**config.mk**
```make
export PLATFORM = sky130hd
export DESIGN_NAME = htf_framer
export DESIGN_NICKNAME = d
export VERILOG_FILES = /design/src/logic/htf_framer.v /design/src/logic/htf_fifo.v /design/src/logic/htf_mem.v
export VERILOG_INCLUDE_DIRS = /design/src /design/src/logic
export SDC_FILE = /design/constraint.sdc
export NUM_CORES = 2
export LEC_CHECK = 0
export BUFFER_PORTS_ARGS = -buffer_cell sky130_fd_sc_hd__buf_2
export CAP_MARGIN = 20
export CORE_ASPECT_RATIO = 0.5
export CORE_MARGIN = 8
export CORE_UTILIZATION = 50
export CTS_CLUSTER_DIAMETER = 120
export CTS_CLUSTER_SIZE = 28
export DETAILED_ROUTE_END_ITERATION = 8
export GPL_ROUTABILITY_DRIVEN = 0
export PLACE_DENSITY = 0.73
export SLEW_MARGIN = 20
export SYNTH_ARGS = -nofsm -noshare
export SYNTH_HDL_FRONTEND = slang
export SYNTH_SLANG_ARGS = --single-unit
```
**constraint.sdc**
```tcl
create_clock -name ref_clk -period 9.8 [get_ports ref_clk]
set_clock_uncertainty 0.2 [all_clocks]
set_input_delay 0.98 -clock ref_clk [delete_from_list [all_inputs] [get_ports ref_clk]]
set_output_delay 0.98 -clock ref_clk [all_outputs]
set_load 0.01 [all_outputs]
```
**src/logic/htf_map.vh**
```
// Constants of the host telegram framer: delimiters, field limits,
// response marker, error acknowledgement layout and error codes.
// Included by the framer; holds definitions only.
`ifndef HTF_MAP_VH
`define HTF_MAP_VH

`define HTF_STX          8'h02
`define HTF_ETX          8'h03
`define HTF_ADDR_MAX     8'h7d
`define HTF_ADDR_BCAST   8'h7e
`define HTF_HDR_BYTES    8'h03
`define HTF_CNT_MAX      8'h83
`define HTF_RSP_MARK     8'h80
`define HTF_RSV_NORMAL   8'h00
`define HTF_ERR_CODE     8'hff
`define HTF_ERR_RSV      8'hff
`define HTF_ERR_PAY      8'h02
`define HTF_ERRC_CKSUM   16'h0001
`define HTF_ERRC_UNKNOWN 16'h0002
`define HTF_TX_DATA0     8'h06

`endif

```
**src/logic/htf_framer.v**
```verilog
// Host telegram framer: parses command telegrams from a byte stream,
// hands good ones to the device core and sends framed responses.
// Assumes a UART byte stream on ref_clk and a core on the same clock.
`timescale 1ns/1ps
`default_nettype none
`include "htf_map.vh"

// Operation
// STX opens, ETX closes each telegram
// Individual station address at most 125
// Address 126 is broadcast, accepted by all
// Byte count covers code, reserve, condition, data
// Payload never longer than 128 bytes
// Code, reserve, condition follow the count
// Ones complement 16-bit sum, address to data
// Response sets bit 7 of command code
// Response uses same layout and checksum
// Bad checksum answered with FF/FF error ack
// Unknown command gets distinct error code
// Checksum high byte first, low byte second
// Missing end byte discards frame, rehunt
module htf_framer #(
  parameter FIFO_DEPTH = 8,
  parameter FIFO_AW    = 3
) (
  input  wire       ref_clk,
  input  wire       srst,
  input  wire [6:0] station_addr,
  input  wire [7:0] rx_data,
  input  wire       rx_valid,
  output wire [7:0] tx_data,
  output wire       tx_valid,
  input  wire       tx_ready,
  output reg        cmd_valid_r,
  output reg  [7:0] cmd_code_r,
  output reg  [7:0] cmd_reserve_r,
  output reg  [7:0] cmd_cond_r,
  output reg  [7:0] cmd_count_r,
  output reg        cmd_bcast_r,
  input  wire [6:0] pay_raddr,
  output wire [7:0] pay_rdata,
  input  wire       pay_we,
  input  wire [6:0] pay_waddr,
  input  wire [7:0] pay_wdata,
  input  wire       rsp_req,
  input  wire [7:0] rsp_code,
  input  wire [7:0] rsp_cond,
  input  wire [7:0] rsp_count,
  input  wire       rsp_unknown,
  output reg        busy_r
);

  localparam [3:0] ST_HUNT = 4'h0;
  localparam [3:0] ST_ADDR = 4'h1;
  localparam [3:0] ST_CNT  = 4'h2;
  localparam [3:0] ST_CODE = 4'h3;
  localparam [3:0] ST_RSV  = 4'h4;
  localparam [3:0] ST_COND = 4'h5;
  localparam [3:0] ST_DATA = 4'h6;
  localparam [3:0] ST_CK1  = 4'h7;
  localparam [3:0] ST_CK2  = 4'h8;
  localparam [3:0] ST_END  = 4'h9;
  localparam [3:0] ST_HOLD = 4'ha;
  localparam [3:0] ST_TXB  = 4'hb;
  localparam [3:0] ST_TXRD = 4'hc;

  reg [3:0]  state_r;
  reg [7:0]  idx_r;
  reg [7:0]  pay_len_r;
  reg [15:0] sum_r;
  reg [15:0] ck_r;
  reg        addr_ok_r;
  reg        bcast_r;
  reg [7:0]  tx_code_r;
  reg [7:0]  tx_rsv_r;
  reg [7:0]  tx_cond_r;
  reg [7:0]  tx_n_r;
  reg        tx_err_r;
  reg [15:0] tx_errc_r;

  reg  [7:0] tx_byte;
  wire       fifo_in_ready;
  wire       push;
  wire [7:0] tx_off;
  wire [7:0] nxt_idx;
  wire [7:0] last_idx;
  wire       rx_take;
  wire [15:0] ck_out;

  assign rx_take  = rx_valid;
  assign push     = (state_r == ST_TXB) & fifo_in_ready;
  assign tx_off   = idx_r - `HTF_TX_DATA0;
  assign nxt_idx  = idx_r + 8'h01;
  assign last_idx = tx_n_r + 8'h08;
  // ones complement of the running sum
  assign ck_out   = ~sum_r;

  // Outgoing byte for the current position in the telegram
  always @*
  begin
    tx_byte = pay_rdata;
    if (idx_r == 8'h00)
      tx_byte = `HTF_STX;
    else if (idx_r == 8'h01)
      tx_byte = {1'b0, station_addr};
    // count excludes address, checksum and delimiters
    else if (idx_r == 8'h02)
      tx_byte = tx_n_r + `HTF_HDR_BYTES;
    else if (idx_r == 8'h03)
      tx_byte = tx_code_r;
    else if (idx_r == 8'h04)
      tx_byte = tx_rsv_r;
    else if (idx_r == 8'h05)
      tx_byte = tx_cond_r;
    // high checksum byte goes first
    else if (idx_r == tx_n_r + 8'h06)
      tx_byte = ck_out[15:8];
    else if (idx_r == tx_n_r + 8'h07)
      tx_byte = ck_out[7:0];
    else if (idx_r == last_idx)
      tx_byte = `HTF_ETX;
    else if (tx_err_r)
      tx_byte = (idx_r == 8'h06) ? tx_errc_r[15:8] : tx_errc_r[7:0];
  end

  // Main sequencer: receive, hold for the core, transmit
  always @(posedge ref_clk)
  begin
    if (srst)
    begin
      state_r       <= ST_HUNT;
      idx_r         <= 8'h00;
      pay_len_r     <= 8'h00;
      sum_r         <= 16'h0000;
      ck_r          <= 16'h0000;
      addr_ok_r     <= 1'b0;
      bcast_r       <= 1'b0;
      tx_code_r     <= 8'h00;
      tx_rsv_r      <= 8'h00;
      tx_cond_r     <= 8'h00;
      tx_n_r        <= 8'h00;
      tx_err_r      <= 1'b0;
      tx_errc_r     <= 16'h0000;
      cmd_valid_r   <= 1'b0;
      cmd_code_r    <= 8'h00;
      cmd_reserve_r <= 8'h00;
      cmd_cond_r    <= 8'h00;
      cmd_count_r   <= 8'h00;
      cmd_bcast_r   <= 1'b0;
      busy_r        <= 1'b0;
    end
    else
    begin
      cmd_valid_r <= 1'b0;
      busy_r      <= (state_r == ST_HOLD) | (state_r == ST_TXB) |
                     (state_r == ST_TXRD);
      case (state_r)
        ST_HUNT:
        begin
          // only a start byte opens a frame
          if (rx_take && rx_data == `HTF_STX)
          begin
            state_r <= ST_ADDR;
            sum_r   <= 16'h0000;
          end
        end
        ST_ADDR:
        begin
          if (rx_take)
          begin
            sum_r   <= sum_r + {8'h00, rx_data};
            // station addresses above 125 are not individual
            addr_ok_r <= (rx_data == {1'b0, station_addr}) &&
                         (rx_data <= `HTF_ADDR_MAX);
            // broadcast reaches every station
            bcast_r <= (rx_data == `HTF_ADDR_BCAST);
            if (rx_data == `HTF_ADDR_BCAST)
              addr_ok_r <= 1'b1;
            // Foreign frames up to address 126 are still parsed so their payload cannot
            // be mistaken for a start byte; higher addresses return to hunting
            state_r <= (rx_data > `HTF_ADDR_BCAST) ? ST_HUNT : ST_CNT;
          end
        end
        ST_CNT:
        begin
          if (rx_take)
          begin
            sum_r <= sum_r + {8'h00, rx_data};
            // count spans the three fixed fields plus data
            // more than 128 payload bytes is refused
            if (rx_data < `HTF_HDR_BYTES || rx_data > `HTF_CNT_MAX)
              state_r <= ST_HUNT;
            else
            begin
              pay_len_r <= rx_data - `HTF_HDR_BYTES;
              state_r   <= ST_CODE;
            end
          end
        end
        // code, reserve and condition in fixed order
        ST_CODE:
        begin
          if (rx_take)
          begin
            sum_r      <= sum_r + {8'h00, rx_data};
            cmd_code_r <= rx_data;
            state_r    <= ST_RSV;
          end
        end
        ST_RSV:
        begin
          if (rx_take)
          begin
            sum_r         <= sum_r + {8'h00, rx_data};
            cmd_reserve_r <= rx_data;
            state_r       <= ST_COND;
          end
        end
        ST_COND:
        begin
          if (rx_take)
          begin
            sum_r      <= sum_r + {8'h00, rx_data};
            cmd_cond_r <= rx_data;
            idx_r      <= 8'h00;
            state_r    <= (pay_len_r == 8'h00) ? ST_CK1 : ST_DATA;
          end
        end
        ST_DATA:
        begin
          if (rx_take)
          begin
            sum_r <= sum_r + {8'h00, rx_data};
            idx_r <= nxt_idx;
            if (nxt_idx == pay_len_r)
              state_r <= ST_CK1;
          end
        end
        // first checksum byte is the high half
        ST_CK1:
        begin
          if (rx_take)
          begin
            ck_r[15:8] <= rx_data;
            state_r    <= ST_CK2;
          end
        end
        ST_CK2:
        begin
          if (rx_take)
          begin
            ck_r[7:0] <= rx_data;
            state_r   <= ST_END;
          end
        end
        ST_END:
        begin
          if (rx_take)
          begin
            // wrong end byte drops the frame
            if (rx_data != `HTF_ETX || !addr_ok_r)
              state_r <= ST_HUNT;
            // verify received sum against the check
            else if (ck_r == ck_out)
            begin
              cmd_valid_r <= 1'b1;
              cmd_count_r <= pay_len_r;
              cmd_bcast_r <= bcast_r;
              state_r     <= ST_HOLD;
            end
            else if (bcast_r)
              state_r <= ST_HUNT;
            else
            begin
              // checksum error acknowledgement
              tx_err_r  <= 1'b1;
              tx_errc_r <= `HTF_ERRC_CKSUM;
              tx_code_r <= `HTF_ERR_CODE;
              tx_rsv_r  <= `HTF_ERR_RSV;
              tx_cond_r <= 8'h00;
              tx_n_r    <= `HTF_ERR_PAY;
              idx_r     <= 8'h00;
              sum_r     <= 16'h0000;
              state_r   <= ST_TXB;
            end
          end
        end
        ST_HOLD:
        begin
          if (rsp_req)
          begin
            idx_r     <= 8'h00;
            sum_r     <= 16'h0000;
            tx_cond_r <= rsp_cond;
            tx_err_r  <= rsp_unknown;
            tx_errc_r <= `HTF_ERRC_UNKNOWN;
            // Broadcast frames are never answered, to avoid collisions
            state_r   <= bcast_r ? ST_HUNT : ST_TXB;
            if (rsp_unknown)
            begin
              // unknown command gets its own error code
              tx_code_r <= `HTF_ERR_CODE;
              tx_rsv_r  <= `HTF_ERR_RSV;
              tx_n_r    <= `HTF_ERR_PAY;
            end
            else
            begin
              // response marker in bit 7
              tx_code_r <= rsp_code | `HTF_RSP_MARK;
              tx_rsv_r  <= `HTF_RSV_NORMAL;
              // response payload clipped at 128 bytes
              tx_n_r    <= (rsp_count > 8'h80) ? 8'h80 : rsp_count;
            end
          end
        end
        // response built with the command's layout
        ST_TXB:
        begin
          if (push)
          begin
            if (idx_r != 8'h00 && idx_r < tx_n_r + 8'h06)
              sum_r <= sum_r + {8'h00, tx_byte};
            idx_r <= nxt_idx;
            if (idx_r == last_idx)
            begin
              tx_err_r <= 1'b0;
              state_r  <= ST_HUNT;
            end
            else if (!tx_err_r && nxt_idx >= `HTF_TX_DATA0 &&
                     nxt_idx < tx_n_r + 8'h06)
              state_r <= ST_TXRD;
          end
        end
        ST_TXRD:
          // Buffer read takes one edge before the byte is ready
          state_r <= ST_TXB;
        default:
          state_r <= ST_HUNT;
      endcase
    end
  end

  // Buffer ports: receiver fills it, core owns it while holding
  wire       mem_we;
  wire [6:0] mem_waddr;
  wire [7:0] mem_wdata;
  wire [6:0] mem_raddr;

  assign mem_we    = ((state_r == ST_DATA) & rx_take) |
                     ((state_r == ST_HOLD) & pay_we);
  assign mem_waddr = (state_r == ST_HOLD) ? pay_waddr : idx_r[6:0];
  assign mem_wdata = (state_r == ST_HOLD) ? pay_wdata : rx_data;
  // Transmit keeps the read port while stalled, or the byte is lost
  assign mem_raddr = ((state_r == ST_TXRD) | (state_r == ST_TXB)) ?
                     tx_off[6:0] : pay_raddr;

  htf_mem #(
    .DW (8),
    .AW (7)
  ) u_mem (
    .ref_clk (ref_clk),
    .srst    (srst),
    .we      (mem_we),
    .waddr   (mem_waddr),
    .wdata   (mem_wdata),
    .raddr   (mem_raddr),
    .rdata_r (pay_rdata)
  );

  // Transmit FIFO; a stalled UART holds the sequencer in ST_TXB
  htf_fifo #(
    .WIDTH (8),
    .DEPTH (FIFO_DEPTH),
    .AW    (FIFO_AW)
  ) u_fifo (
    .ref_clk   (ref_clk),
    .srst      (srst),
    .in_valid  (push),
    .in_ready  (fifo_in_ready),
    .in_data   (tx_byte),
    .out_valid (tx_valid),
    .out_ready (tx_ready),
    .out_data  (tx_data)
  );

endmodule // htf_framer

`default_nettype wire

```
**src/logic/htf_fifo.v**
```verilog
// Synchronous FIFO with valid/ready on both sides.
// Assumes one clock and a synchronous active-high reset.
`timescale 1ns/1ps
`default_nettype none

module htf_fifo #(
  parameter WIDTH = 8,
  parameter DEPTH = 8,
  parameter AW    = 3
) (
  input  wire             ref_clk,
  input  wire             srst,
  input  wire             in_valid,
  output wire             in_ready,
  input  wire [WIDTH-1:0] in_data,
  output wire             out_valid,
  input  wire             out_ready,
  output wire [WIDTH-1:0] out_data
);

  reg [WIDTH-1:0] mem_r [0:DEPTH-1];
  reg [AW-1:0]    wptr_r;
  reg [AW-1:0]    rptr_r;
  reg [AW:0]      count_r;
  reg [AW:0]      count_nxt;
  reg             valid_r;

  wire push;
  wire pop;

  // Full comes from the fill count; valid is its registered twin, so
  // the far side sees a flip-flop and never a decode glitch
  assign in_ready  = (count_r != DEPTH[AW:0]);
  assign out_valid = valid_r;
  assign push      = in_valid & in_ready;
  assign pop       = out_valid & out_ready;
  assign out_data  = mem_r[rptr_r];

  // Next fill level, shared by the count and the valid flag
  always @*
  begin
    count_nxt = count_r;
    if (push && !pop)
      count_nxt = count_r + 1'b1;
    else if (pop && !push)
      count_nxt = count_r - 1'b1;
  end

  // Storage array, no reset needed
  always @(posedge ref_clk)
  begin
    if (push)
      mem_r[wptr_r] <= in_data;
  end

  // Pointers and count
  always @(posedge ref_clk)
  begin
    if (srst)
    begin
      wptr_r  <= {AW{1'b0}};
      rptr_r  <= {AW{1'b0}};
      count_r <= {(AW+1){1'b0}};
      valid_r <= 1'b0;
    end
    else
    begin
      if (push)
        wptr_r <= (wptr_r == DEPTH[AW-1:0] - 1'b1) ? {AW{1'b0}}
                                                    : wptr_r + 1'b1;
      if (pop)
        rptr_r <= (rptr_r == DEPTH[AW-1:0] - 1'b1) ? {AW{1'b0}}
                                                    : rptr_r + 1'b1;
      count_r <= count_nxt;
      valid_r <= (count_nxt != {(AW+1){1'b0}});
    end
  end

endmodule // htf_fifo

`default_nettype wire

```
**src/logic/htf_mem.v**
```verilog
// Payload buffer: one write port, one read port with registered data.
// Assumes one clock; read data appear one edge after the address.
`timescale 1ns/1ps
`default_nettype none

module htf_mem #(
  parameter DW = 8,
  parameter AW = 7
) (
  input  wire          ref_clk,
  input  wire          srst,
  input  wire          we,
  input  wire [AW-1:0] waddr,
  input  wire [DW-1:0] wdata,
  input  wire [AW-1:0] raddr,
  output reg  [DW-1:0] rdata_r
);

  reg [DW-1:0] mem_r [0:(1<<AW)-1];

  // Write port
  always @(posedge ref_clk)
  begin
    if (we)
      mem_r[waddr] <= wdata;
  end

  // Registered read port
  always @(posedge ref_clk)
  begin
    if (srst)
      rdata_r <= {DW{1'b0}};
    else
      rdata_r <= mem_r[raddr];
  end

endmodule // htf_mem

`default_nettype wire

```
==> flow_summary_export.csv <==
group,metric,value,unit
finish,utilization,0.5349,
power_and_ir_drop,power.leakage,0.01822,uW
power_and_ir_drop,p_seq_frac,0.632,
logic_synthesis,ys_warn_count,0,
global_route,track_usage,0.2210,
clock_network,htree_num_levels,2,
global_route,grt_pass1_wl,194800,um
clock_network,post-cts-setup-buffers,0,
place,dp_hpwl,81640,um
power_and_ir_drop,total_power,9167,uW
clock_network,clockBufferDepth,3,
worst_setup_path,reg2reg_depth,20,
power_and_ir_drop,peakVddDrop,0.0001437,V
sta,max_slew_margin,0.2377,
logic_synthesis,synth_flop_cell,"edfxtp_1",
finish,seqCellArea,35460,um2
finish,mostFrequentLayoutCell,"edfxtp_1",
power_and_ir_drop,netSwitchingPower,2193,uW
detailed_routing,wl,131400,um
global_route,grt_max_degree,117,
worst_setup_path,start_kind,"register",
clock_network,postCtsHoldBufs,0,
logic_synthesis,synth-edff-count,1088,
power_and_ir_drop,combPwrFrac,0.093,
sta,period_needed,5888,ps
worst_setup_path,end_kind,"register",
finish,fin_nets,4068,
detailed_routing,remaining_drc_errors,0,
place,port_buffers,118,
clock_network,clk_latency,690,ps
clock_network,numCtsBuffers,49,
worst_setup_path,cp.required,10170,ps
finish,layout_common_cells,"edfxtp_1, nand2_1, nor2_1",
clock_network,cts_sinks,1227,
detailed_routing,wl_per_cell,24.59,um
sta,worst_pin_slew,1131,ps
sta,drv_slew,0,
die,die_area,113800,um2
finish,drive_gt1_frac,0.08970,
die,dieHeight,242.5,um
detailed_routing,ant_nets,0,
detailed_routing,vias,33000,
sta,finalHoldViolCount,0,
global_route,grt_overflow,0,
power_and_ir_drop,p_int,6974,uW
detailed_routing,drtIter0Drc,4696,
global_route,antenna_found_initial,6,
logic_synthesis,ys_ff_latch,1227,
logic_synthesis,syn_nets,4081,
logic_synthesis,async_reset_ff_frac,0,
detailed_routing,drt-pass1-iter-count,9,
sta,finalCritPeriodShare,0.6008,
logic_synthesis,yosys.cell_types.count,82,
hold_path,min_path_type,"register to register",
clock_network,clk_pin_slew,110,ps
power_and_ir_drop,p_sw_frac,0.2392,
logic_synthesis,synth.avg_cell_area,12.94,um2
worst_setup_path,critPathMaxFanout,10,
sta,rsz0062_at_grt,"no",
die,initial_core_util,0.5021,
finish,areaGrowthSynthToFinish,6.525,%
run,drv.max_cap_violation_count,0,
logic_synthesis,yosys.area.top_type,"edfxtp_1",
die,rows,83,
sta,finalSetupViolations,0,
clock_network,ctsResizeCount,0,
power_and_ir_drop,power_density,167.7,nW/um2
sta,fmax,0.1698,GHz
die,die_width,469.0,um
logic_synthesis,synth.area.top_cells,"edfxtp_1, dfxtp_1, nand2_1",
finish,fill_cells,8161,
detailed_routing,viasPerCell,6.177,
logic_synthesis,ys_seq_area_frac,0.6909,
die,pin_count,120,
power_and_ir_drop,pwr-share-clk,0.275,
status,status,"completed",
logic_synthesis,netlist_area,51310,um2
sta,fin_tns_setup,0,ps
clock_network,cts_tree,"built",
worst_setup_path,path_class,"register to register",
logic_synthesis,synthCells,3964,
finish,multi_input_area,14930,um2
worst_setup_path,worstPathArrival,6260,ps
die,core,102200,um2
hold_path,min_path_cells,2,
logic_synthesis,yosysTopAreaCellShare,0.6367,
global_route,first_global_vias,31340,
clock_network,cts_root_buffer,"clkbuf_16",
==> per-layer routing <==
layer | up-vias | global-route usage | routed length (um)
li1 | 14600 | - | -
met1 | 16340 | 0.3107 | 52750
met2 | 1771 | 0.3474 | 60880
met3 | 286 | 0.04204 | 12970
met4 | 4 | 0.07286 | 4763
met5 | - | 0 | 21
==> stage by stage <==
stage                     setup WS [ps]  hold WS, ps  cell area (um2)  std cells
after global routing               3547        300.2            54660       5342
after floorplan                    1814        232.1            51310       3964
after global placement             4124        247.1            53220       5259
after CTS                          4063        274.3            54620       5339
after detailed placement           4110        253.9            53220       5259
final                              3912        279.9            54660       5342
==> synth_stat cells (all sizes together), types with 57 or more instances <==
cell type and instances:
nand2 685, nand3 160, nor2 431, dfxtp 139, o22ai 73, edfxtp 1088
nor3 57, buf 99, nor4 63, clkbuf 140, mux2i 204, a21oi 223
==> cell type report <==
| type | count | share of cell area |
|---|---|---|
| Antenna cell | 2 | 0.00009156 |
| Clock buffer | 77 | 0.02493 |
| Clock inverter | 3 | 0.0007554 |
| Inverter | 30 | 0.002060 |
| Multi-Input combinational cell | 2468 | 0.2731 |
| Sequential cell | 1227 | 0.6486 |
| Tap cell | 1360 | 0.03113 |
| Timing Repair Buffer | 175 | 0.01927 |
==> cells by family (layout without fill, tap and decap cells) <==
kind of cell,after synthesis,count (layout),share of synthesized area
xor gates and xnor gates,84,84,0.01434
and+or+nand+nor,1532,1532,0.1299
adders and majority gates,49,49,0.01209
buffers and inverters,269,285,0.02255
AOI/OAI and AO/OA,537,537,0.06642
muxes,266,266,0.06379
DFF,1227,1227,0.6909
other,0,2,0
==> sequential cells by signal, indices dropped and copies added, names as in the netlist, 16 cells and up, named ones only <==
signal        cells
u_mem.mem_r    1024
ck_r             16
sum_r            16
u_fifo.mem_r     64
==> power by group through the flow <==
| stage | logic [uW] | registers (uW) | clock network [uW] |
|---|---|---|---|
| finish | 850 | 5790 | 2520 |
| floorplan | 602 | 5870 | 0 |
| detailed placement | 831 | 5910 | 0 |
| global placement | 810 | 5910 | 0 |
| global route | 912 | 5800 | 2710 |
| CTS | 836 | 5790 | 2530 |
==> critical path, cell delays in order, from the launching register on <==
cell	delay, ps
dfxtp_1	650
inv_1	270
ha_1	400
nand2b_1	70
nor4_1	420
a41oi_1	400
nand2_1	190
mux2i_1	80
o21ai_1	170
nand4_1	140
a22o_1	380
mux2_2	340
ha_1	340
a21o_1	160
a21o_1	130
a21oi_1	80
o21ai_0	300
a21o_1	190
nand3_2	150
or3_1	410
mux2_4	300
==> worst paths after layout <==
path | startpoint | to | slack, ps
worst max-delay path | idx_r[0]$_SDFFE_PP0P_ | sum_r[11]$_SDFFE_PP0P_ | 3910
worst min-delay path | tx_cond_r[4]$_SDFFE_PP0P_ | tx_cond_r[4]$_SDFFE_PP0P_ | 280
worst max register to register | idx_r[0]$_SDFFE_PP0P_ | sum_r[11]$_SDFFE_PP0P_ | 3910
worst min register to register | tx_cond_r[4]$_SDFFE_PP0P_ | tx_cond_r[4]$_SDFFE_PP0P_ | 280
(Power assumes the default switching activity.)
